**config.mk**
```make
export PLATFORM = sky130hd
export DESIGN_NAME = tecc_top
export DESIGN_NICKNAME = d
export VERILOG_FILES = /design/src/shared/tecc_pkg.sv /design/src/shared/tecc_cnt_if.sv /design/src/tecc_top.sv /design/src/tecc_counter.sv
export VERILOG_INCLUDE_DIRS = /design/src /design/src/shared
export SDC_FILE = /design/constraint.sdc
export NUM_CORES = 1
export LEC_CHECK = 0
export BUFFER_PORTS_ARGS = -buffer_cell sky130_fd_sc_hd__buf_4
export CAP_MARGIN = 0
export CORE_AREA = 2 2 133 135
export CTS_CLUSTER_SIZE = 14
export DETAILED_ROUTE_END_ITERATION = 10
export DIE_AREA = 0 0 135 137
export PLACE_DENSITY = 0.78
export SETUP_SLACK_MARGIN = 0.5
export SYNTH_ARGS = -nofsm -noshare
export SYNTH_HDL_FRONTEND = slang
export SYNTH_SLANG_ARGS = --single-unit
```
**constraint.sdc**
```tcl
create_clock -name CLK -period 3.52 [get_ports CLK]
set_input_delay 0.352 -clock CLK [delete_from_list [all_inputs] [get_ports CLK]]
set_output_delay 0.352 -clock CLK [all_outputs]
set_load 0.02 [all_outputs]
```
**src/shared/tecc_consts.svh**
```systemverilog
// register indices, field positions and reset values of the timer/event counter control block
// assumes byte address = 4 * register index on a 32-bit AXI4-Lite slave
`ifndef TECC_CONSTS_SVH
`define TECC_CONSTS_SVH
`define TECC_CTRL0_IDX   10'h00E
`define TECC_CTRL1_IDX   10'h011
`define TECC_CTRL2_IDX   10'h02E
`define TECC_PRE0_IDX    10'h040
`define TECC_PRE1_IDX    10'h041
`define TECC_PRE2_IDX    10'h042
`define TECC_CNT0_IDX    10'h043
`define TECC_CNT1_IDX    10'h044
`define TECC_CNT2_IDX    10'h045
`define TECC_STAT_IDX    10'h046
`define TECC_MASK_IDX    10'h047
`define TECC_PSC_LSB     0
`define TECC_EDGE_BIT    3
`define TECC_RUN_BIT     4
`define TECC_SRC_BIT     5
`define TECC_MODE_LSB    6
`define TECC_CTRL02_MASK 8'hDF
`define TECC_CTRL1_MASK  8'hF8
`define TECC_CTRL_RST    8'h00
`define TECC_PSC_W       7
`define TECC_DIV4_CODE   3'h2
`define TECC_RESP_OKAY   2'h0
`define TECC_RESP_SLVERR 2'h2
`endif

```
**src/shared/tecc_pkg.sv**
```systemverilog
// types shared by the timer/event counter control block
// assumes nothing beyond the constants header
`default_nettype none
package tecc_pkg;
    typedef enum logic [1:0] {
        MODE_NONE  = 2'b00,
        MODE_EVENT = 2'b01,
        MODE_TIMER = 2'b10,
        MODE_PULSE = 2'b11
    } tecc_mode_t;
    typedef enum logic [2:0] {
        PW_IDLE = 3'b001,
        PW_MEAS = 3'b010,
        PW_HOLD = 3'b100
    } tecc_pw_t;
endpackage
`default_nettype wire

```
**src/shared/tecc_cnt_if.sv**
```systemverilog
// link between the control top and one counter channel
// assumes all signals are on CLK
`default_nettype none
interface tecc_cnt_if #(parameter int W = 16);
    logic                 tick;
    logic                 rise;
    logic                 fall;
    tecc_pkg::tecc_mode_t mode;
    logic                 edge_sel;
    logic                 run;
    logic                 load;
    logic [W-1:0]         preload;
    logic [W-1:0]         cnt;
    logic                 ovf;
    logic                 done;
    modport ctl (output tick, rise, fall, mode, edge_sel, run, load, preload, input cnt, ovf, done);
    modport chn (input tick, rise, fall, mode, edge_sel, run, load, preload, output cnt, ovf, done);
endinterface
`default_nettype wire

```
**src/tecc_top.sv**
```systemverilog
// timer/event counter control: three counters behind an AXI4-Lite slave
// assumes counter pins and the 32768Hz oscillator are asynchronous to CLK
//
// The AXI4-Lite register port was left to the implementer.
`include "tecc_consts.svh"
`default_nettype none
module tecc_top #(
    parameter int ADDR_W = 12
) (
    // clock and reset
    input  wire logic              CLK,
    input  wire logic              SRST,
    // axi4-lite write
    input  wire logic [ADDR_W-1:0] AWADDR,
    input  wire logic              AWVALID,
    output var  logic              AWREADY,
    input  wire logic [31:0]       WDATA,
    input  wire logic [3:0]        WSTRB,
    input  wire logic              WVALID,
    output var  logic              WREADY,
    output var  logic [1:0]        BRESP,
    output var  logic              BVALID,
    input  wire logic              BREADY,
    // axi4-lite read
    input  wire logic [ADDR_W-1:0] ARADDR,
    input  wire logic              ARVALID,
    output var  logic              ARREADY,
    output var  logic [31:0]       RDATA,
    output var  logic [1:0]        RRESP,
    output var  logic              RVALID,
    input  wire logic              RREADY,
    // pins
    input  wire logic [2:0]        CTR_EVENT_PIN,
    input  wire logic              RTC_OSC_IN,
    output var  logic [1:0]        FREQ_DIVIDER_OUT,
    output var  logic [`TECC_PSC_W-1:0] PWM_PRESCALE,
    output var  logic              IRQ
);
    import tecc_pkg::*;

    function automatic logic psc_tick(input logic [`TECC_PSC_W-1:0] p, input logic [2:0] code);
        logic [`TECC_PSC_W-1:0] m;
        m = `TECC_PSC_W'((8'h01 << code) - 8'h01);
        return (p & m) == m;
    endfunction

    function automatic logic idx_known(input logic [9:0] i);
        return i == `TECC_CTRL0_IDX || i == `TECC_CTRL1_IDX || i == `TECC_CTRL2_IDX
            || (i >= `TECC_PRE0_IDX && i <= `TECC_MASK_IDX);
    endfunction

    tecc_cnt_if #(.W(16)) c0 ();
    tecc_cnt_if #(.W(16)) c1 ();
    tecc_cnt_if #(.W(8))  c2 ();

    logic [7:0]             ctrl_q [3];
    logic [15:0]            pre0_q;
    logic [15:0]            pre1_q;
    logic [7:0]             pre2_q;
    logic [2:0]             ld_q;
    logic [2:0]             stat_q;
    logic [2:0]             mask_q;
    logic [`TECC_PSC_W-1:0] psc_q;
    logic [2:0]             pin_s1_q;
    logic [2:0]             pin_s2_q;
    logic [2:0]             pin_d_q;
    logic                   rtc_s1_q;
    logic                   rtc_s2_q;
    logic                   rtc_d_q;
    logic [1:0]             pfd_q;
    logic                   irq_q;
    logic                   aw_full_q;
    logic                   w_full_q;
    logic [9:0]             widx_q;
    logic [31:0]            wdata_q;
    logic [3:0]             wstrb_q;
    logic                   awready_q;
    logic                   wready_q;
    logic                   bvalid_q;
    logic [1:0]             bresp_q;
    logic                   arready_q;
    logic                   rvalid_q;
    logic [31:0]            rdata_q;
    logic [1:0]             rresp_q;
    logic [9:0]             ridx_q;
    logic                   wr_en;
    logic [9:0]             ridx;
    logic [31:0]            rd_word;
    logic [2:0]             rise;
    logic [2:0]             fall;
    logic                   rtc_tick;
    logic [2:0]             ovf;
    logic [2:0]             done;

    ////////////////////////////////////////////////////////////////////////
    // synchronisers and edge detection
    always_ff @(posedge CLK) begin
        if (SRST) begin
            pin_s1_q <= 3'h0;
            pin_s2_q <= 3'h0;
            pin_d_q  <= 3'h0;
            rtc_s1_q <= 1'b0;
            rtc_s2_q <= 1'b0;
            rtc_d_q  <= 1'b0;
        end else begin
            pin_s1_q <= CTR_EVENT_PIN;
            pin_s2_q <= pin_s1_q;
            pin_d_q  <= pin_s2_q;
            rtc_s1_q <= RTC_OSC_IN;
            rtc_s2_q <= rtc_s1_q;
            rtc_d_q  <= rtc_s2_q;
        end
    end

    assign rise     = pin_s2_q & ~pin_d_q;
    assign fall     = ~pin_s2_q & pin_d_q;
    assign rtc_tick = rtc_s2_q & ~rtc_d_q;

    // free-running prescaler, shared with the pwm stage
    always_ff @(posedge CLK) begin
        if (SRST) psc_q <= '0;
        else psc_q <= psc_q + 1'b1;
    end

    ////////////////////////////////////////////////////////////////////////
    // counter channels
    assign c0.tick = psc_tick(psc_q, ctrl_q[0][`TECC_PSC_LSB +: 3]);
    assign c2.tick = psc_tick(psc_q, ctrl_q[2][`TECC_PSC_LSB +: 3]);
    assign c1.tick = ctrl_q[1][`TECC_SRC_BIT] ? rtc_tick : psc_tick(psc_q, `TECC_DIV4_CODE);
    assign c0.rise = rise[0];
    assign c1.rise = rise[1];
    assign c2.rise = rise[2];
    assign c0.fall = fall[0];
    assign c1.fall = fall[1];
    assign c2.fall = fall[2];
    assign c0.mode = tecc_mode_t'(ctrl_q[0][`TECC_MODE_LSB +: 2]);
    assign c1.mode = tecc_mode_t'(ctrl_q[1][`TECC_MODE_LSB +: 2]);
    assign c2.mode = tecc_mode_t'(ctrl_q[2][`TECC_MODE_LSB +: 2]);
    assign c0.edge_sel = ctrl_q[0][`TECC_EDGE_BIT];
    assign c1.edge_sel = ctrl_q[1][`TECC_EDGE_BIT];
    assign c2.edge_sel = ctrl_q[2][`TECC_EDGE_BIT];
    assign c0.run  = ctrl_q[0][`TECC_RUN_BIT];
    assign c1.run  = ctrl_q[1][`TECC_RUN_BIT];
    assign c2.run  = ctrl_q[2][`TECC_RUN_BIT];
    assign c0.load = ld_q[0];
    assign c1.load = ld_q[1];
    assign c2.load = ld_q[2];
    assign c0.preload = pre0_q;
    assign c1.preload = pre1_q;
    assign c2.preload = pre2_q;
    assign ovf  = {c2.ovf, c1.ovf, c0.ovf};
    assign done = {c2.done, c1.done, c0.done};

    tecc_counter #(.W(16)) u_ctr0 (.clk(CLK), .srst(SRST), .c(c0.chn));
    tecc_counter #(.W(16)) u_ctr1 (.clk(CLK), .srst(SRST), .c(c1.chn));
    tecc_counter #(.W(8))  u_ctr2 (.clk(CLK), .srst(SRST), .c(c2.chn));

    ////////////////////////////////////////////////////////////////////////
    // frequency divider outputs: half the overflow rate
    always_ff @(posedge CLK) begin
        if (SRST) pfd_q <= 2'h0;
        else pfd_q <= pfd_q ^ ovf[1:0];
    end

    ////////////////////////////////////////////////////////////////////////
    // axi4-lite write channel
    assign wr_en = aw_full_q && w_full_q && !bvalid_q;

    always_ff @(posedge CLK) begin
        if (SRST) begin
            aw_full_q <= 1'b0;
            awready_q <= 1'b0;
            widx_q    <= 10'h000;
        end else if (AWVALID && awready_q) begin
            aw_full_q <= 1'b1;
            awready_q <= 1'b0;
            widx_q    <= AWADDR[11:2];
        end else if (wr_en) begin
            aw_full_q <= 1'b0;
        end else if (!aw_full_q && !bvalid_q) begin
            awready_q <= 1'b1;
        end
    end

    always_ff @(posedge CLK) begin
        if (SRST) begin
            w_full_q <= 1'b0;
            wready_q <= 1'b0;
            wdata_q  <= 32'h0000_0000;
            wstrb_q  <= 4'h0;
        end else if (WVALID && wready_q) begin
            w_full_q <= 1'b1;
            wready_q <= 1'b0;
            wdata_q  <= WDATA;
            wstrb_q  <= WSTRB;
        end else if (wr_en) begin
            w_full_q <= 1'b0;
        end else if (!w_full_q && !bvalid_q) begin
            wready_q <= 1'b1;
        end
    end

    always_ff @(posedge CLK) begin
        if (SRST) begin
            bvalid_q <= 1'b0;
            bresp_q  <= `TECC_RESP_OKAY;
        end else if (wr_en) begin
            bvalid_q <= 1'b1;
            bresp_q  <= idx_known(widx_q) ? `TECC_RESP_OKAY : `TECC_RESP_SLVERR;
        end else if (BREADY) begin
            bvalid_q <= 1'b0;
        end
    end

    ////////////////////////////////////////////////////////////////////////
    // control registers; a software write beats the automatic run clear
    for (genvar i = 0; i < 3; i++) begin : g_ctrl
        localparam logic [9:0] IDX  = i == 0 ? `TECC_CTRL0_IDX : i == 1 ? `TECC_CTRL1_IDX : `TECC_CTRL2_IDX;
        localparam logic [7:0] MSK  = i == 1 ? `TECC_CTRL1_MASK : `TECC_CTRL02_MASK;
        always_ff @(posedge CLK) begin
            if (SRST) begin
                ctrl_q[i] <= `TECC_CTRL_RST;
            end else if (wr_en && widx_q == IDX && wstrb_q[0]) begin
                ctrl_q[i] <= wdata_q[7:0] & MSK;
            end else if (done[i]) begin
                ctrl_q[i][`TECC_RUN_BIT] <= 1'b0;
            end
        end
    end

    // preload registers; a write while stopped also loads the counter
    always_ff @(posedge CLK) begin
        if (SRST) begin
            pre0_q <= 16'h0000;
            pre1_q <= 16'h0000;
            pre2_q <= 8'h00;
            ld_q   <= 3'h0;
        end else begin
            ld_q <= 3'h0;
            if (wr_en && widx_q == `TECC_PRE0_IDX) begin
                if (wstrb_q[0]) pre0_q[7:0]  <= wdata_q[7:0];
                if (wstrb_q[1]) pre0_q[15:8] <= wdata_q[15:8];
                ld_q[0] <= !c0.run;
            end
            if (wr_en && widx_q == `TECC_PRE1_IDX) begin
                if (wstrb_q[0]) pre1_q[7:0]  <= wdata_q[7:0];
                if (wstrb_q[1]) pre1_q[15:8] <= wdata_q[15:8];
                ld_q[1] <= !c1.run;
            end
            if (wr_en && widx_q == `TECC_PRE2_IDX && wstrb_q[0]) begin
                pre2_q  <= wdata_q[7:0];
                ld_q[2] <= !c2.run;
            end
        end
    end

    ////////////////////////////////////////////////////////////////////////
    // interrupt status (write one to clear, a new overflow wins) and mask
    always_ff @(posedge CLK) begin
        if (SRST) begin
            stat_q <= 3'h0;
        end else if (wr_en && widx_q == `TECC_STAT_IDX && wstrb_q[0]) begin
            stat_q <= (stat_q & ~wdata_q[2:0]) | ovf;
        end else begin
            stat_q <= stat_q | ovf;
        end
    end

    always_ff @(posedge CLK) begin
        if (SRST) mask_q <= 3'h0;
        else if (wr_en && widx_q == `TECC_MASK_IDX && wstrb_q[0]) mask_q <= wdata_q[2:0];
    end

    always_ff @(posedge CLK) begin
        if (SRST) irq_q <= 1'b0;
        else irq_q <= |(stat_q & mask_q);
    end

    ////////////////////////////////////////////////////////////////////////
    // axi4-lite read channel
    assign ridx = ARADDR[11:2];

    always_comb begin
        rd_word = 32'h0000_0000;
        case (ridx)
            `TECC_CTRL0_IDX: rd_word[7:0] = ctrl_q[0];
            `TECC_CTRL1_IDX: rd_word[7:0] = ctrl_q[1];
            `TECC_CTRL2_IDX: rd_word[7:0] = ctrl_q[2];
            `TECC_PRE0_IDX:  rd_word[15:0] = pre0_q;
            `TECC_PRE1_IDX:  rd_word[15:0] = pre1_q;
            `TECC_PRE2_IDX:  rd_word[7:0] = pre2_q;
            `TECC_CNT0_IDX:  rd_word[15:0] = c0.cnt;
            `TECC_CNT1_IDX:  rd_word[15:0] = c1.cnt;
            `TECC_CNT2_IDX:  rd_word[7:0] = c2.cnt;
            `TECC_STAT_IDX:  rd_word[2:0] = stat_q;
            `TECC_MASK_IDX:  rd_word[2:0] = mask_q;
            default:         rd_word = 32'h0000_0000;
        endcase
    end

    always_ff @(posedge CLK) begin
        if (SRST) begin
            arready_q <= 1'b0;
            rvalid_q  <= 1'b0;
            rdata_q   <= 32'h0000_0000;
            rresp_q   <= `TECC_RESP_OKAY;
            ridx_q    <= 10'h000;
        end else if (ARVALID && arready_q) begin
            arready_q <= 1'b0;
            rvalid_q  <= 1'b1;
            rdata_q   <= rd_word;
            rresp_q   <= idx_known(ridx) ? `TECC_RESP_OKAY : `TECC_RESP_SLVERR;
            ridx_q    <= ridx;
        end else if (rvalid_q && RREADY) begin
            rvalid_q  <= 1'b0;
        end else if (!rvalid_q) begin
            arready_q <= 1'b1;
        end
    end

    assign AWREADY          = awready_q;
    assign WREADY           = wready_q;
    assign BVALID           = bvalid_q;
    assign BRESP            = bresp_q;
    assign ARREADY          = arready_q;
    assign RVALID           = rvalid_q;
    assign RDATA            = rdata_q;
    assign RRESP            = rresp_q;
    assign FREQ_DIVIDER_OUT = pfd_q;
    assign PWM_PRESCALE     = psc_q;
    assign IRQ              = irq_q;
endmodule // tecc_top
`default_nettype wire

```
**src/tecc_counter.sv**
```systemverilog
// one count-up counter channel: event, timer and pulse width modes
// assumes pin edges already synchronised, tick is a one-cycle enable
`default_nettype none
module tecc_counter #(
    parameter int W = 16
) (
    input wire logic clk,
    input wire logic srst,
    tecc_cnt_if.chn  c
);
    import tecc_pkg::*;

    logic [W-1:0] cnt_q;
    tecc_pw_t     pw_q;
    logic         ovf_q;
    logic         done_q;
    logic         start;
    logic         stop;
    logic         inc;

    assign start  = c.edge_sel ? c.rise : c.fall;
    assign stop   = c.edge_sel ? c.fall : c.rise;
    assign c.cnt  = cnt_q;
    assign c.ovf  = ovf_q;
    assign c.done = done_q;

    always_comb begin
        case (c.mode)
            MODE_EVENT: inc = c.run && (c.edge_sel ? c.fall : c.rise);
            MODE_TIMER: inc = c.run && c.tick;
            MODE_PULSE: inc = c.run && pw_q == PW_MEAS && !stop && c.tick;
            default:    inc = 1'b0;
        endcase
    end

    ////////////////////////////////////////////////////////////////////////
    // single-shot measurement; hold state blocks a restart until run drops
    always_ff @(posedge clk) begin
        if (srst) begin
            pw_q <= PW_IDLE;
        end else begin
            case (pw_q)
                PW_IDLE: if (c.run && c.mode == MODE_PULSE && start) pw_q <= PW_MEAS;
                PW_MEAS: begin
                    if (!c.run || c.mode != MODE_PULSE) pw_q <= PW_IDLE;
                    else if (stop) pw_q <= PW_HOLD;
                end
                PW_HOLD: if (!c.run) pw_q <= PW_IDLE;
                default: pw_q <= PW_IDLE;
            endcase
        end
    end

    always_ff @(posedge clk) begin
        if (srst) begin
            done_q <= 1'b0;
        end else begin
            done_q <= pw_q == PW_MEAS && stop && c.run && c.mode == MODE_PULSE;
        end
    end

    ////////////////////////////////////////////////////////////////////////
    always_ff @(posedge clk) begin
        if (srst) begin
            cnt_q <= '0;
            ovf_q <= 1'b0;
        end else begin
            ovf_q <= 1'b0;
            if (c.load) begin
                cnt_q <= c.preload;
            end else if (inc) begin
                if (&cnt_q) begin
                    cnt_q <= c.preload;
                    ovf_q <= 1'b1;
                end else begin
                    cnt_q <= cnt_q + 1'b1;
                end
            end
        end
    end
endmodule // tecc_counter
`default_nettype wire

```
==> out/metrics.cfg, run 1 <==
[detailed_routing]
drcViolationCount = 0
vias = 9153
drt-total-wl_mm = 26.6
wl_per_cell_um = 17.7
dr.pass1.iters = 6
viasPerCell = 6.11
drt_iter0_markers = 1109
ant_nets = 0

[global_routing]
antenna_found_initial = 0
gr-total-overflow = 0
grt_pass1_wl_mm = 41.8
grtUsageTotal = 0.285
grt_max_degree = 56
grt_pass1_vias = 8047

[timing]
finalCriticalPeriod_ns = 2.89
slew_headroom = 0.382
slew_viol_final = 0
hold_viol = 0
tns_ns = 0
timing.fmax_mhz = 346
setup_viol = 0
clock_skew_ns = 0.0130
rsz0062_at_grt = no
worst_slew_pin_slew_ns = 0.924
finalCritPeriodShare = 0.820

[floorplanning]
initial_core_util = 0.571
io_pins = 122
fp.dieH_um = 137
dieArea_sq_mm = 0.0185
die_width_um = 135
design.core.area_sq_mm = 0.0171
rows = 48

[clock_tree]
h-tree-depth = 4
clock_latency_ns = 0.44
cts_hold_buf = 0
clockRootBuffer = clkbuf_16
clk_path_buf_depth = 2
numCtsBuffers = 17
cts_sinks = 198
clk_pin_slew_ns = 0.07
cts_tree = built

[power_and_ir_drop]
leakagePower_uw = 0.00396
ir_drop_mv = 0.337
cellPowerDensity_mw_per_mm2 = 419

[synth]
avgSynthCellArea_sq_um = 8.09
ys_ff_latch = 198
synth_top_area_frac = 0.368
ys.flop_type = dfxtp_1
synth_edf_count = 19
synth_area_sq_mm = 0.00974
yosysWarningCount = 0
async_flop_share = 0
yosysTopAreaCell = dfxtp_1
synth_cell_type_count = 76
yosysSeqAreaShare = 0.426
syn_inst = 1204
synth_area_leaders = dfxtp_1, nand2_1, a21oi_1

[worst_setup_path]
cp-end-kind = flip-flop
critPathLaunch = ctrl_q[0][1]
crit_path_max_fanout = 11
worstPathArrival_ns = 3.24
r2r_start = ctrl_q[0][1]
start_kind = flip-flop
path_class = reg -> reg
crit_required_ns = 3.87

[cells_and_area]
fin_area_sq_mm = 0.0111
fin_util = 0.649
nets = 1337
n_antenna_cell = 0
fillers = 1468
layout-drive-gt1-share = 0.128
syn2layout_area_growth_pct = 13.7

[worst_hold_path]
hp-class = in -> reg
holdCritStartpoint = CTR_EVENT_PIN[0]

[placed_design]
dpl_cell_area_sq_mm = 0.0104
hpwl_mm = 18.4
routabilityCongestion = 0.939
port_buffers = 81

[run]
drv_cap = 0

[run_status]
status = finished, final reports clean

[final timing paths]
check / end / slack, ns / cells after the start
max reg2reg: u_ctr0.c.cnt[13] / 0.63 / 9
max: u_ctr0.c.cnt[13] / 0.63 / 9
min: pin_s1_q[0] / 0.13 / 2
min reg2reg: pin_s2_q[2] / 0.43 / 1
[per-stage QoR]
step / setup WS (ns) / hold WS (ns) / instances / total power [uW]
2_1_floorplan: 0.798 / 0.413 / 1221 / 2610
3_3_place_gp: 0.553 / 0.416 / 1458 / 2710
3_5_place_dp: 0.409 / 0.427 / 1458 / 2720
4_1_cts: 0.504 / 0.123 / 1490 / 4640
5_1_grt: 0.518 / 0.119 / 1499 / 4780
6_report: 0.633 / 0.130 / 1499 / 4640
[cell usage after synthesis, types with 8 or more instances]
master and n:
nand2_1 210, dfxtp_1 179, a21oi_1 141, nor2_1 70
nand3_1 56, o21ai_0 56, clkbuf_1 43, nor3_1 30
and2_1 28, inv_1 24, mux2i_1 23, nor2b_1 23
buf_4 19, edfxtp_1 19, and3_1 17, nand2b_1 16
a22oi_1 15, o21ai_1 15, buf_2 12, o22ai_1 12
nor3b_1 11, a31oi_1 10, mux2_2 10, nor4_1 10
a21o_1 9, buf_1 9, o211ai_1 8
[layout make-up]
cell class	count	area, sq um	area share
multi-input combinational	916	5180	0.467
sequential	198	4150	0.375
timing repair buffer	104	781	0.0705
clock buffer	21	472	0.0426
tap	225	282	0.0254
clock inverter	11	123	0.0111
inverter	24	90.1	0.00813
[critical path, cell delays in order, from the launching register on]
cell       delay [ns]
edfxtp_1         0.45
or3_1            0.39
ha_1             0.28
inv_1            0.11
o31ai_1          0.09
a2111oi_2        0.47
nor2_1           0.17
or2_4            0.33
a21o_2           0.32
o22ai_1          0.19
[power breakdown]
group | internal [uW] | switching [uW] | total [uW]
Combinational | 117 | 181 | 297
Sequential | 2320 | 62.0 | 2380
Clock | 1110 | 857 | 1970
Total | 3540 | 1100 | 4640
[cell families after synthesis]
group | count (synthesis) | synth area share
multiplexers | 37 | 0.0444
XOR/XNOR | 6 | 0.00539
AO/OA/AOI/OAI | 328 | 0.204
other | 1 | 0.000385
adder cells (fa/ha/maj) | 5 | 0.00642
flip-flops | 198 | 0.426
AND/OR/NAND/NOR | 521 | 0.262
buffers and inverters | 108 | 0.0512
[placed cells by master (no fill, tap or decap), types with 24 or more instances in the layout]
cell type	count
nand2_1	210
nand3_1	56
a21oi_1	141
inv_1	24
dfxtp_1	179
o21ai_0	56
nor2_1	70
and2_1	28
buf_4	104
nor3_1	30
[layer usage]
metal,wire (um),GRT usage,up-vias
li1,-,-,4387
met4,859,0.114,0
met5,0,0,-
met3,2330,0.0489,69
met2,11800,0.437,437
met1,11600,0.402,4260
[sequential cells by signal (all words and copies together) (netlist names), 3 cells and up]
signal and flops:
pin_s1_q 3, ld_q 3, wdata_q 16, ctrl_q 19
c0.preload 16, mask_q 3, c2.preload 8, c1.preload 16
RDATA 16, u_ctr1.pw_q 3, u_ctr0.pw_q 3, stat_q 3
u_ctr0.c.cnt 16, u_ctr1.c.cnt 16, u_ctr2.pw_q 3, u_ctr2.c.cnt 8
pin_s2_q 3, pin_d_q 3, widx_q 10, PWM_PRESCALE 7
[timing repair]
item,in CTS,in global routing
buffers inserted,0,8
gates resized for setup,1,3
gates cloned,0,1
setup endpoints to repair,11,16
pin swaps,1,2
Power figures use the tool's default switching activity.
==> inputs of run 2 (changes only) <==
- CORE_AREA: 2 2 133 135 -> 2 2 139 141
- DIE_AREA: 0 0 135 137 -> 0 0 141 143
- PLACE_DENSITY: 0.78 -> 0.75
- clock period: 3.52 -> 2.5 ns (I/O delays scaled with it)
==> run 2 against run 1 <==
  * The run now ends with setup timing left
  * First-iteration DRC count is 2.2% lower
  * Global-route usage is 0.16 points higher
  * Sequential share of layout area is 3.9 points lower
  * Final cell count is 5.5% higher
  * Largest cell class unchanged
==> out/metrics.cfg, run 2 (synthesis results as in run 1) <==
[clock_tree]
clk_pin_slew_ns = 0.07  ; about the same
clockRootBuffer = clkbuf_16  ; unchanged
h-tree-depth = 4  ; unchanged
clk_path_buf_depth = 2  ; unchanged
cts_tree = built  ; unchanged
numCtsBuffers = 17  ; unchanged
cts_sinks = 198  ; unchanged
clock_latency_ns = 0.44  ; about the same
cts_hold_buf = 0  ; unchanged

[worst_setup_path]
cp-end-kind = flip-flop  ; unchanged
cpMaxStageDelayCell = edfxtp_1  ; was a2111oi_2
timing.rr.end = u_ctr0.c.cnt[15]  ; was u_ctr0.c.cnt[13]
rrSetupSlack_ns = -0.18  ; was 0.63 ns
worstPathArrival_ns = 3.05  ; was 3.24 ns
crit_required_ns = 2.87  ; was 3.87 ns
critPathLaunch = ctrl_q[0][1]  ; unchanged
max_stage_delay_ns = 0.48  ; was 0.47 ns
start_kind = flip-flop  ; unchanged
path_class = reg -> reg  ; unchanged
ff2ff_path_depth = 10  ; was 9
crit_path_cell_trace = or3_4 -> ha_4 -> or3b_1 -> a21oi_2 -> a2111oi_4 -> nor2_2 -> or2_4 -> buf_4 -> o311ai_4 -> a32o_1  ; was or3_1 -> ha_1 -> inv_1 -> o31ai_1 -> a2111oi_2 -> nor2_1 -> or2_4 -> a21o_2 -> o22ai_1
r2r_start = ctrl_q[0][1]  ; unchanged
crit_path_max_fanout = 7  ; was 11

[floorplanning]
die_width_um = 141  ; was 135 um
io_pins = 122  ; unchanged
design.core.area_sq_mm = 0.0186  ; was 0.0171 sq mm
dieArea_sq_mm = 0.0202  ; was 0.0185 sq mm
fp.dieH_um = 143  ; was 137 um
rows = 50  ; was 48
initial_core_util = 0.524  ; was 0.571

[run_status]
status = finished, violations left  ; was finished, final reports clean
violations = setup timing

[power_and_ir_drop]
p_switching_uw = 1730  ; was 1100 uW
seqPwrFrac = 0.492  ; was 0.512
ir_drop_mv = 0.413  ; was 0.337 mV
leakagePower_uw = 0.00454  ; was 0.00396 uW
internal_power_uw = 5070  ; was 3540 uW
cellPowerDensity_mw_per_mm2 = 548  ; was 419 mW/mm^2
switching_share = 0.254  ; was 0.237
p_clk_frac = 0.434  ; was 0.423
pwr-share-comb = 0.074  ; was 0.064

[detailed_routing]
drcViolationCount = 0  ; unchanged
viasPerCell = 6.12  ; was 6.11
ant_nets = 0  ; unchanged
vias = 9678  ; was 9,153
drt-total-wl_mm = 29.7  ; was 26.6 mm
drt_iter0_markers = 1085  ; was 1,109
dr.pass1.iters = 6  ; unchanged
wl_per_cell_um = 18.8  ; was 17.7 um

[cells_and_area]
layout_common_cells = nand2_1, dfxtp_1, buf_4, a21oi_1, nor2_1  ; was nand2_1, dfxtp_1, a21oi_1, buf_4, nor2_1
largest_register_ff_count = 19  ; unchanged
final_common_cell = nand2_1  ; unchanged
fillers = 1479  ; was 1,468
nets = 1411  ; was 1,337
n_antenna_cell = 0  ; unchanged
top_register = ctrl_q  ; unchanged
syn2layout_area_growth_pct = 27.5  ; was 13.7%
layout-drive-gt1-share = 0.259  ; was 0.128

[timing]
timing.fmax_mhz = 373  ; was 346 MHz
tns_ns = -2.11  ; was 0 ns
slew_headroom = 0.294  ; was 0.382
clock_skew_ns = 0.0100  ; was 0.0130 ns
worst_slew_pin_slew_ns = 1.05  ; was 0.924 ns
setup_viol = 16  ; was 0
finalCriticalPeriod_ns = 2.68  ; was 2.89 ns
hold_viol = 0  ; unchanged
finalCritPeriodShare = 1.07  ; was 0.820
setup_ws_ns = -0.179  ; was 0.633 ns
rsz0062_at_grt = yes  ; was no
slew_viol_final = 0  ; unchanged

[placed_design]
post-place-ws_ns = -0.104  ; was 0.409 ns
routabilityCongestion = 0.932  ; was 0.939
hpwl_mm = 19.9  ; was 18.4 mm
port_buffers = 81  ; unchanged

[run]
drv_cap = 0  ; unchanged

[worst_hold_path]
holdPathStages = 2  ; unchanged
hold_end = pin_s1_q[1]  ; was pin_s1_q[0]
hp-class = in -> reg  ; unchanged
holdCritStartpoint = CTR_EVENT_PIN[1]  ; was CTR_EVENT_PIN[0]

[global_routing]
grt_pass1_vias = 8662  ; was 8,047
antenna_found_initial = 0  ; unchanged
grt_pass1_wl_mm = 46.0  ; was 41.8 mm
grt_max_degree = 67  ; was 56
grtUsageTotal = 0.287  ; was 0.285
gr-total-overflow = 0  ; unchanged

run 2: cell count changes in the layout (fill, tap and decap cells not counted), moves of 13 or more:
cell	delta
buf_4	+50
a21oi_1	-19
a21oi_2	+19
buf_6	+17
dfxtp_1	-15
dfxtp_2	+13
run 2: layout make-up:
type,count,area [sq um],share of cell area
Sequential cell,198,4180,0.336
Tap cell,234,293,0.0236
Clock buffer,18,450,0.0363
Multi-Input combinational cell,916,5750,0.463
Clock inverter,14,185,0.0149
Inverter,24,90.1,0.00725
Timing Repair Buffer,178,1480,0.119
run 2: timing repair:
item,in CTS,in global routing
setup buffers,19,21
endpoints found under the hold margin,0,0
endpoints found under the setup margin,115,100
pin swaps,35,40
gates cloned,1,1
gates resized for setup,64,101
run 2: how the worst max path moves through the flow:
stage / end / cells after the start
after global routing: u_ctr0.c.cnt[8] / 10
after global placement: u_ctr0.c.cnt[13] / 12
after detailed placement: u_ctr0.c.cnt[8] / 12
after floorplan: u_ctr0.c.cnt[4] / 12
final: u_ctr0.c.cnt[15] / 10
after CTS: u_ctr0.c.cnt[8] / 10
run 2: worst max-delay path, delay by kind of cell (launching register included):
kind | cells | cell delay [ns]
buf+inv | 1 | 0.16
compound gates | 4 | 0.82
flops | 1 | 0.48
fa+ha+maj | 1 | 0.19
simple gates | 4 | 0.96
run 2: stage by stage:
step                      instance area (sq um)  power [uW]  instances  utilization  hold WS [ns]
final                                     12400        6800       1582        0.669        0.0251
after global routing                      12400        7010       1582        0.669       0.00961
after global placement                    10800        3840       1508        0.582         0.417
after CTS                                 11900        6780       1560        0.639        0.0109
after detailed placement                  10800        3850       1508        0.582         0.426
after floorplan                            9880        3690       1221            -         0.378
run 2: routing by layer:
metal / global-route usage / share of wire / vias up
li1: - / - / 4553
met1: 0.393 / 0.42 / 4550
met2: 0.446 / 0.46 / 501
met3: 0.0704 / 0.091 / 74
met4: 0.0963 / 0.032 / 0
met5: 0 / 0 / -
run 2: power by group through the flow:
stage	clock, uW	sequential (uW)	combinational [uW]
after floorplan	0	3390	294
after detailed placement	0	3410	436
after CTS	2970	3340	467
final	2950	3350	506
after global routing	3100	3360	551
after global placement	0	3410	428
